$ cat src/design/ufc_cfg.svh
// Register offsets, fields and timing of the UART block
`ifndef UFC_CFG_SVH
`define UFC_CFG_SVH
// Register offsets
`define UFC_OFS_FORMAT 3'h2
`define UFC_OFS_CONTROL 3'h3
`define UFC_OFS_STATUS 3'h4
`define UFC_OFS_LINE 3'h6
`define UFC_OFS_DATA 3'h7
// Format fields
`define UFC_F_LOOP 7
`define UFC_F_SWSEL 5
`define UFC_F_NINE 4
`define UFC_F_WAKE 3
`define UFC_F_ILT 2
`define UFC_F_PON 1
`define UFC_F_PODD 0
// Control fields
`define UFC_C_TXEIE 7
`define UFC_C_TX_DONE_IRQ_ON 6
`define UFC_C_RXFIE 5
`define UFC_C_IDLEIE 4
`define UFC_C_TXON 3
`define UFC_C_RXON 2
`define UFC_C_STBY 1
`define UFC_C_BRK 0
// Status register fields
`define UFC_S_TXE 7
`define UFC_S_TXDONE 6
`define UFC_S_RXF 5
`define UFC_S_IDLE 4
`define UFC_S_OVR 3
`define UFC_S_FERR 1
`define UFC_S_PERR 0
// Line register fields
`define UFC_L_DIR 0
`define UFC_L_LONGBRK 1
`define UFC_L_TXBIT8 6
`define UFC_L_RXBIT8 7
// Reset values and timing
`define UFC_RESET_BYTE 8'h00
`define UFC_BIT_CYCLES 16
`endif

$ cat src/design/ufc_pkg.sv
// Types and shared parity function of the UART block
package ufc_pkg;
   typedef enum logic [1:0] {RX_WAIT, RX_START, RX_BITS, RX_STOP} ufc_rxst_t;

   // Exclusive OR of the lowest n bits of a character
   function automatic logic ufc_parity(input logic [8:0] d, input logic [3:0] n);
      return ^(d & 9'((10'h001 << n) - 10'h001));
   endfunction
endpackage

$ cat src/design/ufc_rx.sv
// Receiver shifter with parity check and idle-line detection
`timescale 1ns/10ps
`default_nettype none
`include "ufc_cfg.svh"
module ufc_rx #(
   parameter int BIT_CYCLES = `UFC_BIT_CYCLES
) (
   input wire logic mclk, // System clock
   input wire logic rst, // Synchronous reset
   input wire logic lineIn, // Receive line, synchronised
   input wire logic rxOn, // Receiver enable
   input wire logic nineBits, // Nine-bit characters
   input wire logic parityOn, // Parity checked
   input wire logic parityOdd, // Odd parity
   input wire logic idleAfterStop, // Idle count starts after stop bit
   output logic charDone, // Pulse: character received
   output logic [8:0] charData, // Received character
   output logic parityErr, // Parity error of last character
   output logic frameErr, // Missing stop bit of last character
   output logic idleSeen // Pulse: idle line detected
);
   localparam int CW = $clog2(BIT_CYCLES) + 1;
   localparam logic [CW-1:0] FULL = CW'(BIT_CYCLES - 1);
   localparam logic [CW-1:0] HALF = CW'(BIT_CYCLES / 2);

   ufc_pkg::ufc_rxst_t state;
   logic [CW-1:0] cnt;
   logic [3:0] bitIdx;
   logic [3:0] nbits;
   logic [CW-1:0] idleCnt;
   logic [3:0] idleBits;
   logic idleArmed;

   assign nbits = nineBits ? 4'h9 : 4'h8; // RULE1

   // ----------------------------------------------------------------
   // Character framing
   // ----------------------------------------------------------------
   // Disable only blocks a new start bit, so a character under way completes
   always_ff @(posedge mclk)
   begin
      charDone <= 1'b0;
      if (rst)
      begin
         state <= ufc_pkg::RX_WAIT;
         cnt <= '0;
         bitIdx <= 4'h0;
         charData <= 9'h000;
         parityErr <= 1'b0;
         frameErr <= 1'b0;
      end
      else
      begin
         unique case (state)
            ufc_pkg::RX_WAIT:
            begin
               if (rxOn && !lineIn) // RULE16
               begin
                  state <= ufc_pkg::RX_START;
                  cnt <= HALF;
               end
            end
            ufc_pkg::RX_START:
            begin
               if (cnt != '0)
                  cnt <= cnt - 1'b1;
               else if (lineIn)
                  state <= ufc_pkg::RX_WAIT; // Glitch, not a start bit
               else
               begin
                  state <= ufc_pkg::RX_BITS;
                  cnt <= FULL;
                  bitIdx <= 4'h0;
                  charData <= 9'h000;
               end
            end
            ufc_pkg::RX_BITS:
            begin
               if (cnt != '0)
                  cnt <= cnt - 1'b1;
               else
               begin
                  charData[bitIdx] <= lineIn;
                  cnt <= FULL;
                  bitIdx <= bitIdx + 4'h1;
                  if (bitIdx == nbits - 4'h1) // RULE1
                     state <= ufc_pkg::RX_STOP;
               end
            end
            ufc_pkg::RX_STOP:
            begin
               if (cnt != '0)
                  cnt <= cnt - 1'b1;
               else
               begin
                  state <= ufc_pkg::RX_WAIT;
                  charDone <= 1'b1;
                  frameErr <= !lineIn;
                  // Bit before stop is parity; ones total must match type
                  parityErr <= parityOn && (ufc_pkg::ufc_parity(charData, nbits) != parityOdd); // RULE4 RULE5 RULE21
               end
            end
         endcase
      end
   end

   // ----------------------------------------------------------------
   // Idle-line detection
   // ----------------------------------------------------------------
   // High bit times counted from last low bit or stop bit
   always_ff @(posedge mclk)
   begin
      idleSeen <= 1'b0;
      if (rst || !lineIn)
      begin
         idleCnt <= FULL;
         idleBits <= 4'h0;
         idleArmed <= !rst;
      end
      else if (idleAfterStop && charDone) // RULE3
      begin
         idleCnt <= FULL;
         idleBits <= 4'h0;
      end
      else if (idleCnt != '0)
         idleCnt <= idleCnt - 1'b1;
      else
      begin
         idleCnt <= FULL;
         if (idleBits != nbits + 4'h2)
            idleBits <= idleBits + 4'h1;
         else if (idleArmed) // RULE3
         begin
            idleSeen <= 1'b1;
            idleArmed <= 1'b0;
         end
      end
   end
endmodule
`default_nettype wire

$ cat src/design/ufc_uart.sv
// UART character format, control registers, transmitter and pin steering
`timescale 1ns/10ps
`default_nettype none
`include "ufc_cfg.svh"
// Summary of operation
// (RULE1) Format bit picks 8-bit or 9-bit characters for both directions.
// (RULE2) Wake select bit picks idle-line or address-mark wakeup for standby.
// (RULE3) Idle count starts after start bit, or after stop bit when selected.
// (RULE4) Parity on: generate on transmit, check on receive, bit before stop.
// (RULE5) Parity type 0 gives even total of ones, 1 gives odd total.
// (RULE6) Control register is read and written at any time.
// (RULE7) Empty enable requests interrupt while transmit buffer empty.
// (RULE8) Done enable requests interrupt while transmission complete.
// (RULE9) Receive enable raises interrupt while receive buffer is full.
// (RULE10) Idle enable raises interrupt while idle flag is set.
// (RULE11) Transmitter works only while enabled; enabling makes the pin an output. Break characters here start and drive the pin regardless of the enable.
// (RULE12) In single-wire mode line direction decides transmit or receive.
// (RULE13) Transmit enable off then on queues an idle character.
// (RULE14) After transmit disable the pin stays driven until queued work ends.
// (RULE15) Receive pin is ignored when receiver disabled or loop selected. Idle detection here still watches the pin with the receiver disabled.
// (RULE16) Receiver disable lets a character in progress complete.
// (RULE17) Standby holds receiver until wakeup; hardware then clears it.
// (RULE18) Break bit queues break characters of 10 to 14 low bits.
// (RULE19) Loop bit ties transmitter output to receiver input internally.
// (RULE20) Interrupt output is OR of each flag gated by its enable.
// (RULE21) Parity type 1 uses odd parity for generation and checking.
// (RULE22) Main control register resets to zero.
module ufc_uart #(
   parameter int BIT_CYCLES = `UFC_BIT_CYCLES
) (
   input wire logic mclk, // System clock, 40 MHz
   input wire logic rst, // Synchronous reset, active high
   input wire logic [2:0] regAddr, // Register offset
   input wire logic [7:0] regWdata, // Write data
   input wire logic regWr, // Write strobe
   input wire logic regRd, // Read strobe
   output logic [7:0] regRdata, // Read data, cycle after strobe
   input wire logic txPinIn, // Transmit pin level
   output logic txPinOut, // Transmit pin drive value
   output logic txPinOe_n, // Transmit pin enable, low drives
   input wire logic rxPin, // Receive pin
   output logic irq // Interrupt request level
);
   localparam int CW = $clog2(BIT_CYCLES) + 1;
   localparam logic [CW-1:0] FULL = CW'(BIT_CYCLES - 1);

   logic [7:0] fmt, ctl;
   logic lineDir, longBrk, txBit8;
   logic rxMeta, rxSync, pinMeta, pinSync;
   logic wrFmt, wrCtl, wrSt, wrLine, wrData, rdData;
   logic teRise, brkRise;
   logic [8:0] txBuf;
   logic txEmpty, txDone, txBusy, idlePend, brkPend, drainOn;
   logic [13:0] txShift;
   logic [3:0] txLeft, nbits;
   logic [CW-1:0] txCnt;
   logic startData, startIdle, startBrk;
   logic txLine, single, loopInt, rxLine;
   logic rxFull, ovr, ferr, perr, idleFlag;
   logic [8:0] rxData;
   logic charDone, parityErr, frameErr, idleSeen, rxMsb, wakeEvt, accept;
   logic [8:0] charData;

   // ----------------------------------------------------------------
   // Register port decode
   // ----------------------------------------------------------------
   assign wrFmt = regWr && (regAddr == `UFC_OFS_FORMAT);
   assign wrCtl = regWr && (regAddr == `UFC_OFS_CONTROL); // RULE6
   assign wrSt = regWr && (regAddr == `UFC_OFS_STATUS);
   assign wrLine = regWr && (regAddr == `UFC_OFS_LINE);
   assign wrData = regWr && (regAddr == `UFC_OFS_DATA);
   assign rdData = regRd && (regAddr == `UFC_OFS_DATA);
   assign teRise = wrCtl && regWdata[`UFC_C_TXON] && !ctl[`UFC_C_TXON];
   assign brkRise = wrCtl && regWdata[`UFC_C_BRK] && !ctl[`UFC_C_BRK];
   assign nbits = fmt[`UFC_F_NINE] ? 4'h9 : 4'h8; // RULE1

   // Pins cross into the clock domain through two flops
   always_ff @(posedge mclk)
   begin
      if (rst)
         {rxSync, rxMeta, pinSync, pinMeta} <= 4'hf;
      else
         {rxSync, rxMeta, pinSync, pinMeta} <= {rxMeta, rxPin, pinMeta, txPinIn};
   end

   // Format and line registers; software keeps format stable
   always_ff @(posedge mclk)
   begin
      if (rst)
      begin
         fmt <= `UFC_RESET_BYTE;
         lineDir <= 1'b0;
         longBrk <= 1'b0;
         txBit8 <= 1'b0;
      end
      else
      begin
         if (wrFmt)
            fmt <= regWdata;
         if (wrLine)
         begin
            lineDir <= regWdata[`UFC_L_DIR];
            longBrk <= regWdata[`UFC_L_LONGBRK];
            txBit8 <= regWdata[`UFC_L_TXBIT8];
         end
      end
   end

   // Control register; a write wins over the wakeup clear
   always_ff @(posedge mclk)
   begin
      if (rst)
         ctl <= `UFC_RESET_BYTE; // RULE22
      else if (wrCtl)
         ctl <= regWdata; // RULE6
      else if (wakeEvt)
         ctl[`UFC_C_STBY] <= 1'b0; // RULE17
   end

   // ----------------------------------------------------------------
   // Transmitter
   // ----------------------------------------------------------------
   // Break outranks a queued idle, which outranks data
   assign startBrk = !txBusy && (brkPend || ctl[`UFC_C_BRK]); // RULE18
   assign startIdle = !txBusy && !startBrk && idlePend; // RULE13
   assign startData = !txBusy && !startBrk && !idlePend && !txEmpty
      && (ctl[`UFC_C_TXON] || drainOn); // RULE11 RULE14
   assign txDone = txEmpty && !txBusy && !idlePend && !brkPend;

   // Holding buffer, refilled by a data write
   always_ff @(posedge mclk)
   begin
      if (rst)
      begin
         txEmpty <= 1'b1;
         txBuf <= 9'h000;
      end
      else if (wrData)
      begin
         txEmpty <= 1'b0;
         txBuf <= {txBit8, regWdata};
      end
      else if (startData)
         txEmpty <= 1'b1;
   end

   // Queued idle and break; data written while enabled still drains after a disable
   always_ff @(posedge mclk)
   begin
      if (rst)
      begin
         idlePend <= 1'b0;
         brkPend <= 1'b0;
         drainOn <= 1'b0;
      end
      else
      begin
         drainOn <= ctl[`UFC_C_TXON] || (drainOn && !txDone); // RULE14
         if (teRise)
            idlePend <= 1'b1; // RULE13
         else if (startIdle)
            idlePend <= 1'b0;
         if (brkRise)
            brkPend <= 1'b1; // RULE18
         else if (startBrk)
            brkPend <= 1'b0;
      end
   end

   // Frame shifter, low bit first, BIT_CYCLES clocks a bit
   always_ff @(posedge mclk)
   begin
      if (rst)
      begin
         txBusy <= 1'b0;
         txShift <= 14'h3fff;
         txLeft <= 4'h0;
         txCnt <= '0;
      end
      else if (startBrk)
      begin
         txBusy <= 1'b1;
         txShift <= 14'h0000;
         txLeft <= longBrk ? nbits + 4'h5 : nbits + 4'h2; // RULE18
         txCnt <= FULL;
      end
      else if (startIdle)
      begin
         txBusy <= 1'b1;
         txShift <= 14'h3fff;
         txLeft <= nbits + 4'h2;
         txCnt <= FULL;
      end
      else if (startData)
      begin
         txBusy <= 1'b1;
         txLeft <= nbits + 4'h2;
         txCnt <= FULL;
         txShift <= frame(txBuf);
      end
      else if (txBusy)
      begin
         if (txCnt != '0)
            txCnt <= txCnt - 1'b1;
         else
         begin
            txCnt <= FULL;
            txShift <= {1'b1, txShift[13:1]};
            txLeft <= txLeft - 4'h1;
            if (txLeft == 4'h1)
               txBusy <= 1'b0;
         end
      end
   end

   // Start, data, parity and stop in one shift word
   function automatic logic [13:0] frame(input logic [8:0] d);
      logic [13:0] f;
      logic [8:0] c;
      c = d;
      if (!fmt[`UFC_F_NINE])
         c[8] = 1'b0;
      if (fmt[`UFC_F_PON]) // RULE4
         c[nbits - 4'h1] = ufc_pkg::ufc_parity(c, nbits - 4'h1) ^ fmt[`UFC_F_PODD]; // RULE5 RULE21
      f = 14'h3fff;
      f[9:1] = c;
      if (!fmt[`UFC_F_NINE])
         f[9] = 1'b1; // Stop bit of an 8-bit frame
      f[0] = 1'b0;
      return f;
   endfunction

   // ----------------------------------------------------------------
   // Pin steering and receive source
   // ----------------------------------------------------------------
   assign txLine = txBusy ? txShift[0] : 1'b1;
   assign single = fmt[`UFC_F_LOOP] && fmt[`UFC_F_SWSEL];
   assign loopInt = fmt[`UFC_F_LOOP] && !fmt[`UFC_F_SWSEL];
   assign txPinOut = txLine;
   // Pin stays driven until queued work drains
   assign txPinOe_n = !((ctl[`UFC_C_TXON] || !txDone) && (!single || lineDir)); // RULE11 RULE14 RULE12
   // Receive pin is used only in normal two-pin mode
   assign rxLine = loopInt ? txLine : (single ? pinSync : rxSync); // RULE19 RULE15 RULE12

   ufc_rx #(
      .BIT_CYCLES(BIT_CYCLES)
   ) u_rx (
      .mclk(mclk),
      .rst(rst),
      .lineIn(rxLine),
      .rxOn(ctl[`UFC_C_RXON]), // RULE15
      .nineBits(fmt[`UFC_F_NINE]),
      .parityOn(fmt[`UFC_F_PON]),
      .parityOdd(fmt[`UFC_F_PODD]),
      .idleAfterStop(fmt[`UFC_F_ILT]),
      .charDone(charDone),
      .charData(charData),
      .parityErr(parityErr),
      .frameErr(frameErr),
      .idleSeen(idleSeen)
   );

   // ----------------------------------------------------------------
   // Receive flags and standby
   // ----------------------------------------------------------------
   assign rxMsb = fmt[`UFC_F_NINE] ? charData[8] : charData[7];
   // Wakeup by idle line or by a set top data bit
   assign wakeEvt = ctl[`UFC_C_STBY] && (fmt[`UFC_F_WAKE] ? (charDone && rxMsb) : idleSeen); // RULE2 RULE17
   assign accept = charDone && (!ctl[`UFC_C_STBY] || wakeEvt); // RULE17

   // Receive data and full flag; new character wins over read
   always_ff @(posedge mclk)
   begin
      if (rst)
      begin
         rxFull <= 1'b0;
         rxData <= 9'h000;
      end
      else if (accept && !(rxFull && !rdData))
      begin
         rxFull <= 1'b1;
         rxData <= charData;
      end
      else if (rdData)
         rxFull <= 1'b0;
   end

   // Error and idle flags, write-one clear; set wins
   always_ff @(posedge mclk)
   begin
      if (rst)
      begin
         ovr <= 1'b0;
         ferr <= 1'b0;
         perr <= 1'b0;
         idleFlag <= 1'b0;
      end
      else
      begin
         if (accept && rxFull && !rdData)
            ovr <= 1'b1;
         else if (wrSt && regWdata[`UFC_S_OVR])
            ovr <= 1'b0;
         if (accept && frameErr)
            ferr <= 1'b1;
         else if (wrSt && regWdata[`UFC_S_FERR])
            ferr <= 1'b0;
         if (accept && parityErr)
            perr <= 1'b1; // RULE4
         else if (wrSt && regWdata[`UFC_S_PERR])
            perr <= 1'b0;
         if (idleSeen && !ctl[`UFC_C_STBY])
            idleFlag <= 1'b1;
         else if (wrSt && regWdata[`UFC_S_IDLE])
            idleFlag <= 1'b0;
      end
   end

   // ----------------------------------------------------------------
   // Read data and interrupt
   // ----------------------------------------------------------------
   always_ff @(posedge mclk)
   begin
      if (rst || !regRd)
         regRdata <= 8'h00;
      else
      begin
         unique case (regAddr)
            `UFC_OFS_FORMAT: regRdata <= fmt;
            `UFC_OFS_CONTROL: regRdata <= ctl; // RULE6
            `UFC_OFS_STATUS: regRdata <= {txEmpty, txDone, rxFull, idleFlag, ovr, 1'b0, ferr, perr};
            `UFC_OFS_LINE: regRdata <= {rxData[8], txBit8, 4'h0, longBrk, lineDir};
            `UFC_OFS_DATA: regRdata <= rxData[7:0];
            default: regRdata <= 8'h00;
         endcase
      end
   end

   // Level request while any enabled flag is set
   assign irq = (ctl[`UFC_C_TXEIE] && txEmpty) // RULE7 RULE20
      || (ctl[`UFC_C_TX_DONE_IRQ_ON] && txDone) // RULE8
      || (ctl[`UFC_C_RXFIE] && rxFull) // RULE9
      || (ctl[`UFC_C_IDLEIE] && idleFlag); // RULE10
endmodule
`default_nettype wire

$ cat config.mk
export PLATFORM = sky130hd
export DESIGN_NAME = ufc_uart
export DESIGN_NICKNAME = d
export VERILOG_FILES = /design/src/design/ufc_pkg.sv /design/src/design/ufc_rx.sv /design/src/design/ufc_uart.sv
export VERILOG_INCLUDE_DIRS = /design/src /design/src/design
export SDC_FILE = /design/constraint.sdc
export NUM_CORES = 1
export LEC_CHECK = 0
export BUFFER_PORTS_ARGS = -buffer_cell sky130_fd_sc_hd__clkbuf_2
export CORE_MARGIN = 4
export CORE_UTILIZATION = 40
export DETAILED_ROUTE_END_ITERATION = 8
export GPL_TIMING_DRIVEN = 0
export PLACE_DENSITY_LB_ADDON = 0.08
export SLEW_MARGIN = 10
export SYNTH_ARGS = -nofsm -noshare
export SYNTH_HDL_FRONTEND = slang
export SYNTH_HIERARCHICAL = 1
export SYNTH_SLANG_ARGS = --single-unit
$ cat constraint.sdc
create_clock -name mclk -period 7.3 [get_ports mclk]
set_input_delay 0.365 -clock mclk [delete_from_list [all_inputs] [get_ports mclk]]
set_output_delay 0.365 -clock mclk [all_outputs]
set_load 0.02 [all_outputs]
==> flow_metrics.tcl, run 1 <==
set metrics [dict create \
    timing.fmax_mhz 336 \
    timing.critical_path.to_type "register" \
    drtAntennaViolNets 0 \
    cp_data_required_time_ns 7.59 \
    vias 4713 \
    worst-setup-path-type "register to register" \
    setup-violations-final 0 \
    viasPerCell 5.37 \
    core_region_area_um2 13400 \
    area_growth_syn_to_layout_pct 17.9 \
    share_of_the_yosys_chip_area_belonging_to_registers 0.422 \
    drt_first_pass_iters 5 \
    longest_clk_path_bufs 2 \
    synth_commonest_cells "dfxtp_1 (115), nand2_1 (94), nor2_1 (74)" \
    detailed_place_hpwl_um 10700 \
    clk-insertion-delay-late_ns 0.41 \
    post-route-period-util 0.407 \
    finalWeightedCongestion 0.870 \
    post_syn_nets 680 \
    worst_hold_startpoint "txPinIn" \
    detailedRoute.firstIterationViolations 372 \
    clockRootBuffer "clkbuf_16" \
    drc 0 \
    cap_viol_max_count 0 \
    synth_edf_count 1 \
    portBuffers 25 \
    synthMostInstantiatedCell "dfxtp_1" \
    hold_slack_ns 0.137 \
    antenna_found_initial 0 \
    finalNetCount 724 \
    timing.final.ws_setup_ns 4.33 \
    die_height_um 126 \
    regToRegStartpoint "txBusy" \
    numClockSinks 116 \
    detail_route.wl_per_cell_um 16.5 \
    post_synth_num_cell_types 68 \
    tritoncts "yes" \
    report.final.hold_viol_count 0 \
    first_global_vias 4514 \
    post_cts_hold_buffer_count 0 \
    drive_above_1_share 0.128 \
    syn-cell-area_um2 5530 \
    floorplan.initialDensity 0.413 \
    cp_max_fo 10 \
    post_synthesis_register_bit_count 116 \
    worstReg2RegEnd "u_rx/charData[3]" \
    setup.worst_path.start "txBusy" \
    finish.utilization 0.487 \
    ioPinCount 28 \
    synth_largest_area_cell "dfxtp_1" \
    die-width_um 126 \
    synth_flop_cell "dfxtp_1" \
    crit_path_top_delay_cell "a2111oi_4" \
    rrSetupSlack_ns 4.33 \
    p_leak_nw 2.54 \
    path_cells "clkbuf_1, nand2b_1, mux2_2, mux2_2, nand2b_1, a2111oi_4, nand2_1, mux2i_1, nor2_1" \
    report.final.slew_viol_count 0 \
    reg2reg_depth 9 \
    place_ws_ns 4.37 \
    synth.area.top_cells "dfxtp_1 (42%), nand2_1 (6.4%), a21oi_1 (6.0%)" \
    cts_resized 0 \
    antenna_cells 0 \
    grt_start_max_net_pins 17 \
    first_pass_grt_wire_length_um 23700 \
    dieArea_um2 15800 \
    skew_ns 0.00707 \
    least_margin_pin_slew_ns 0.708 \
    timing.hold.worst_path_depth 2 \
    cts.htree.levels 4 \
    outcome "finished clean" \
    slew_headroom 0.527 \
    cts.repair_timing.setup_buffer_count 0 \
    vdd_drop_max_mv 0.164 \
    synthesis.yosys.warnings 6 \
    asyncSetResetFlopFracSynth 0 \
    fin_tns_setup_ns 0 \
    fp-row-count 42 \
    routed_wirelength_um 14500 \
    clk_pin_slew_ns 0.06 \
    yosys.area.top_type_share 0.416 \
    placedCellCount 846 \
    cpPeakStageDelay_ns 0.53 \
    syn_area_per_cell_um2 8.58 \
    netlist_instances 645 \
    power.density_cell_area_nw_per_um2 264 \
    hp-class "input port to register" \
    rsz0062_at_grt "false" \
    tritoncts.num_buffers 17 \
    track_usage 0.187 \
    holdPathEnd "pinMeta" \
    timing.critical_path.arrival_ns 3.26 \
    tmin_final_ns 2.97 \
    grt_remaining_overflow 0 \
    worst_setup_path_start_kind "register" \
    finish.cell_count_without_fillers 878 \
]
[cell families after synthesis]
kind of cell	after synthesis	share of synthesized area
AOI/OAI and AO/OA	158	0.185
xor gates and xnor gates	27	0.0452
adders and majority gates	18	0.0407
buffers and inverters	53	0.0398
DFF	116	0.422
muxes	31	0.0597
and+or+nand+nor	242	0.208
[layer usage]
| layer | share of wire | up-vias | wire length (um) | global-route usage |
|---|---|---|---|---|
| li1 | - | 2354 | - | - |
| met1 | 0.48 | 2212 | 6970 | 0.263 |
| met2 | 0.45 | 131 | 6470 | 0.281 |
| met3 | 0.056 | 16 | 815 | 0.0521 |
| met4 | 0.016 | 0 | 228 | 0.0561 |
| met5 | 0 | - | 0 | 0 |
[registers in the layout, indices dropped and copies added, names as in the netlist, 4 cells and up, named ones only]
signal,cells
u_rx/idleCnt,5
fmt,8
u_rx/cnt,5
txCnt,5
ctl,8
txShift,14
u_rx/charData,9
u_rx/bitIdx,4
rxData,9
txLeft,4
txBuf,9
regRdata,8
u_rx/idleBits,4
[final cells by class]
class,instances,area (um2)
sequential,116,2330
clock inverter,13,179
multi-input combinational,476,2980
buffer,29,130
inverter,24,90.1
clock buffer,19,464
fill,1318,6880
tap,176,220
timing repair buffer,25,125
[through the flow]
stage               area [um2]  power [W]
global route              6520    0.00178
CTS                       6520    0.00173
floorplan                 5530   0.000788
finish                    6520    0.00172
detailed placement        5880   0.000831
global placement          5880   0.000826
[worst max path at each step]
stage / end / slack [ns]
finish: u_rx/charData[3] / 4.33
global route: u_rx/charData[3] / 4.16
CTS: u_rx/charData[3] / 4.34
detailed placement: u_rx/charData[3] / 4.37
global placement: u_rx/charData[3] / 4.40
floorplan: u_rx/charData[2] / 4.75
[worst max-delay path: cells and delay by family (launching register included)]
kind	cells	cell delay (ns)
multiplexers	3	0.79
AND/OR/NAND/NOR	4	0.71
AO/OA/AOI/OAI	1	0.53
flip-flops	1	0.42
buffers and inverters	1	0.41
[placed cells by master (no fill, tap or decap), drive strengths merged, types with 8 or more instances in the layout]
| cell | n |
|---|---|
| dfxtp | 115 |
| nand2 | 94 |
| nor2 | 75 |
| clkbuf | 68 |
| a21oi | 67 |
| o21ai | 27 |
| inv | 24 |
| mux2i | 24 |
| xnor2 | 19 |
| ha | 18 |
| nor3 | 11 |
| o22ai | 9 |
| nor2b | 8 |
| a22oi | 8 |
[where the power goes]
part	switching, W	total (W)	internal, W
Sequential	0.0000183	0.000674	0.000655
Clock	0.000304	0.000901	0.000598
Combinational	0.0000864	0.000145	0.0000584
(Power assumes the default switching activity.)
==> run 2: changes to the inputs <==
==> constraint.sdc (replaced) <==
create_clock -name mclk -period 2.7 [get_ports mclk]
set_input_delay 0.135 -clock mclk [delete_from_list [all_inputs] [get_ports mclk]]
set_output_delay 0.135 -clock mclk [all_outputs]
set_load 0.02 [all_outputs]
==> run 2 against run 1 <==
  * Clock-buffer cell count did not move
  * Largest cell class unchanged
  * Power grew to 2.7 times the previous value
  * Clock skew shrank 0.00074 ns
  * Maximum frequency rose by 17%
  * Critical endpoint unchanged
  * Critical path type unchanged
  * Critical path depth grew 1
  * Via count barely moved
==> flow_metrics.tcl, run 2 (synthesis results as in run 1) <==
set metrics [dict create \
    holdPathEnd "ctl[4]" \
    portBuffers 25 \
    rrSetupSlack_ns 0.17 \
    setup-violations-final 0 \
    tmin_final_ns 2.53 \
    most-common-layout-cells "dfxtp_1 (114), nand2_1 (94), nor2_1 (74), a21oi_1 (65), clkbuf_2 (27)" \
    drc 0 \
    power.density_cell_area_nw_per_um2 706 \
    drtAntennaViolNets 0 \
    largest_register_ff_count 14 \
    design_area_um2 6590 \
    antenna_cells 0 \
    buffers_plus_inverters_on_the_worst_setup_path 2 \
    cts.htree.levels 4 \
    path_cells "buf_4, nand2b_1, mux2_2, mux2_2, nand2b_2, a2111oi_4, buf_4, nand2_1, mux2i_1, nor2_1" \
    first_pass_grt_wire_length_um 23700 \
    detailedRoute.firstIterationViolations 341 \
    report.power.total_w 0.00465 \
    power.clock.fraction 0.522 \
    tritoncts "yes" \
    crit_path_top_delay_cell "dfxtp_2" \
    timing.hold.worst_path_depth 3 \
    reg2reg_depth 10 \
    drive_above_1_share 0.134 \
    seq_power_share 0.392 \
    layout.cells.most_common "dfxtp_1" \
    detail_route.wl_per_cell_um 16.4 \
    cp_data_required_time_ns 2.99 \
    report.final.slew_viol_count 0 \
    vdd_drop_max_mv 0.444 \
    cp_max_fo 10 \
    area_growth_syn_to_layout_pct 19.1 \
    finalNetCount 730 \
    clockRootBuffer "clkbuf_16" \
    slew_headroom 0.527 \
    p_leak_nw 2.57 \
    placed_cell_area_um2 5880 \
    floorplan.initialDensity 0.413 \
    post-route-period-util 0.938 \
    numClockSinks 116 \
    routed_wirelength_um 14500 \
    clk-insertion-delay-late_ns 0.41 \
    cpPeakStageDelay_ns 0.38 \
    timing.critical_path.to_type "register" \
    worstReg2RegEnd "u_rx/charData[3]" \
    dieArea_um2 15800 \
    worst_setup_path_start_kind "register" \
    cap_viol_max_count 0 \
    ioPinCount 28 \
    grt_start_max_net_pins 17 \
    report.final.hold_viol_count 0 \
    switching_share 0.237 \
    first_global_vias 4547 \
    detailed_place_hpwl_um 10700 \
    rsz0062_at_grt "false" \
    worst-setup-path-type "register to register" \
    track_usage 0.187 \
    longest_clk_path_bufs 2 \
    grt_remaining_overflow 0 \
    timing.critical_path.arrival_ns 2.82 \
    combPwrFrac 0.086 \
    regToRegStartpoint "txBusy" \
    antenna_found_initial 0 \
    die-width_um 126 \
    tritoncts.num_buffers 17 \
    finalWeightedCongestion 0.870 \
    worst_hold_startpoint "regWdata[4]" \
    netSwitchingPower_w 0.00110 \
    fp-row-count 42 \
    drt_first_pass_iters 5 \
    timing.critical_path.max_delay_family "multiplexers" \
    timing.fmax_mhz 395 \
    vias 4711 \
    least_margin_pin_slew_ns 0.707 \
    p_int_w 0.00355 \
    viasPerCell 5.33 \
    finish.utilization 0.492 \
    die_height_um 126 \
    outcome "finished clean" \
    most_flops_register "txShift" \
    skew_ns 0.00633 \
    clk_pin_slew_ns 0.06 \
    core_region_area_um2 13400 \
    hp-class "input port to register" \
]
==> run 2: changes by cell type in the layout (fill, tap and decap cells not counted) <==
cell,before,now
a21oi_1,66,65
a21oi_2,0,1
buf_4,0,2
clkbuf_1,22,21
dfxtp_1,115,114
dfxtp_2,0,1
dlygate4sd3_1,0,5
nand2b_1,6,5
nand2b_2,0,1
==> run 2: power by group through the flow <==
stage	Clock, W	Combinational, W	Sequential, W
final	0.00243	0.000401	0.00182
after global routing	0.00256	0.000444	0.00183
after CTS	0.00248	0.000397	0.00182
after detailed placement	0	0.000388	0.00186
after global placement	0	0.000379	0.00186
after floorplan	0	0.000288	0.00184
==> run 2: repair_timing <==
item | CTS | global route
hold endpoints to repair | 9 | 0
resized for setup | 2 | 5
setup endpoints to repair | 12 | 9
hold buffers | 5 | 0
pin swaps | 1 | 0
setup buffers | 1 | 0
==> run 2: how the worst max path moves through the flow <==
stage,from,to,slack (ns),cells past startpoint
3_3_place_gp,txBusy,u_rx/charData[3],-0.20,9
3_5_place_dp,txBusy,u_rx/charData[3],-0.23,9
2_1_floorplan,txBusy,u_rx/charData[3],0.15,9
5_1_grt,txBusy,u_rx/charData[3],0.06,10
4_1_cts,txBusy,u_rx/charData[3],0.02,10
6_report,txBusy,u_rx/charData[3],0.17,10
==> run 2: layout make-up <==
cell class / instances / area [um2]
clock inverters: 13 / 179
fillers: 1313 / 6810
clock buffers: 19 / 464
well taps: 176 / 220
inverters: 24 / 90.1
repair buffers: 31 / 183
flip-flops and latches: 116 / 2330
plain buffers: 29 / 134
multi-input cells: 476 / 2990
==> run 2: layer usage <==
metal | up-vias | track usage | part of all wire
li1 | 2360 | - | -
met1 | 2203 | 0.263 | 0.48
met2 | 129 | 0.283 | 0.45
met3 | 19 | 0.0508 | 0.057
met4 | 0 | 0.0561 | 0.017
met5 | - | 0 | 0
==> run 2: stage by stage <==
stage	hold WS (ns)	cells	setup TNS, ns	worst slack [ns]
floorplan	0.239	645	0	0.151
global placement	0.325	846	-1.03	-0.198
detailed placement	0.322	846	-1.01	-0.227
CTS	0.00218	884	0	0.0160
global route	0.0299	884	0	0.0585
finish	0.0267	884	0	0.167
==> run 2: worst reg2reg max path: cells and delay by family (launching register included) <==
family / cells / cell delay, ns
multiplexers: 3 / 0.74
AND/OR/NAND/NOR: 4 / 0.54
flip-flops: 1 / 0.38
buffers and inverters: 2 / 0.38
AO/OA/AOI/OAI: 1 / 0.37
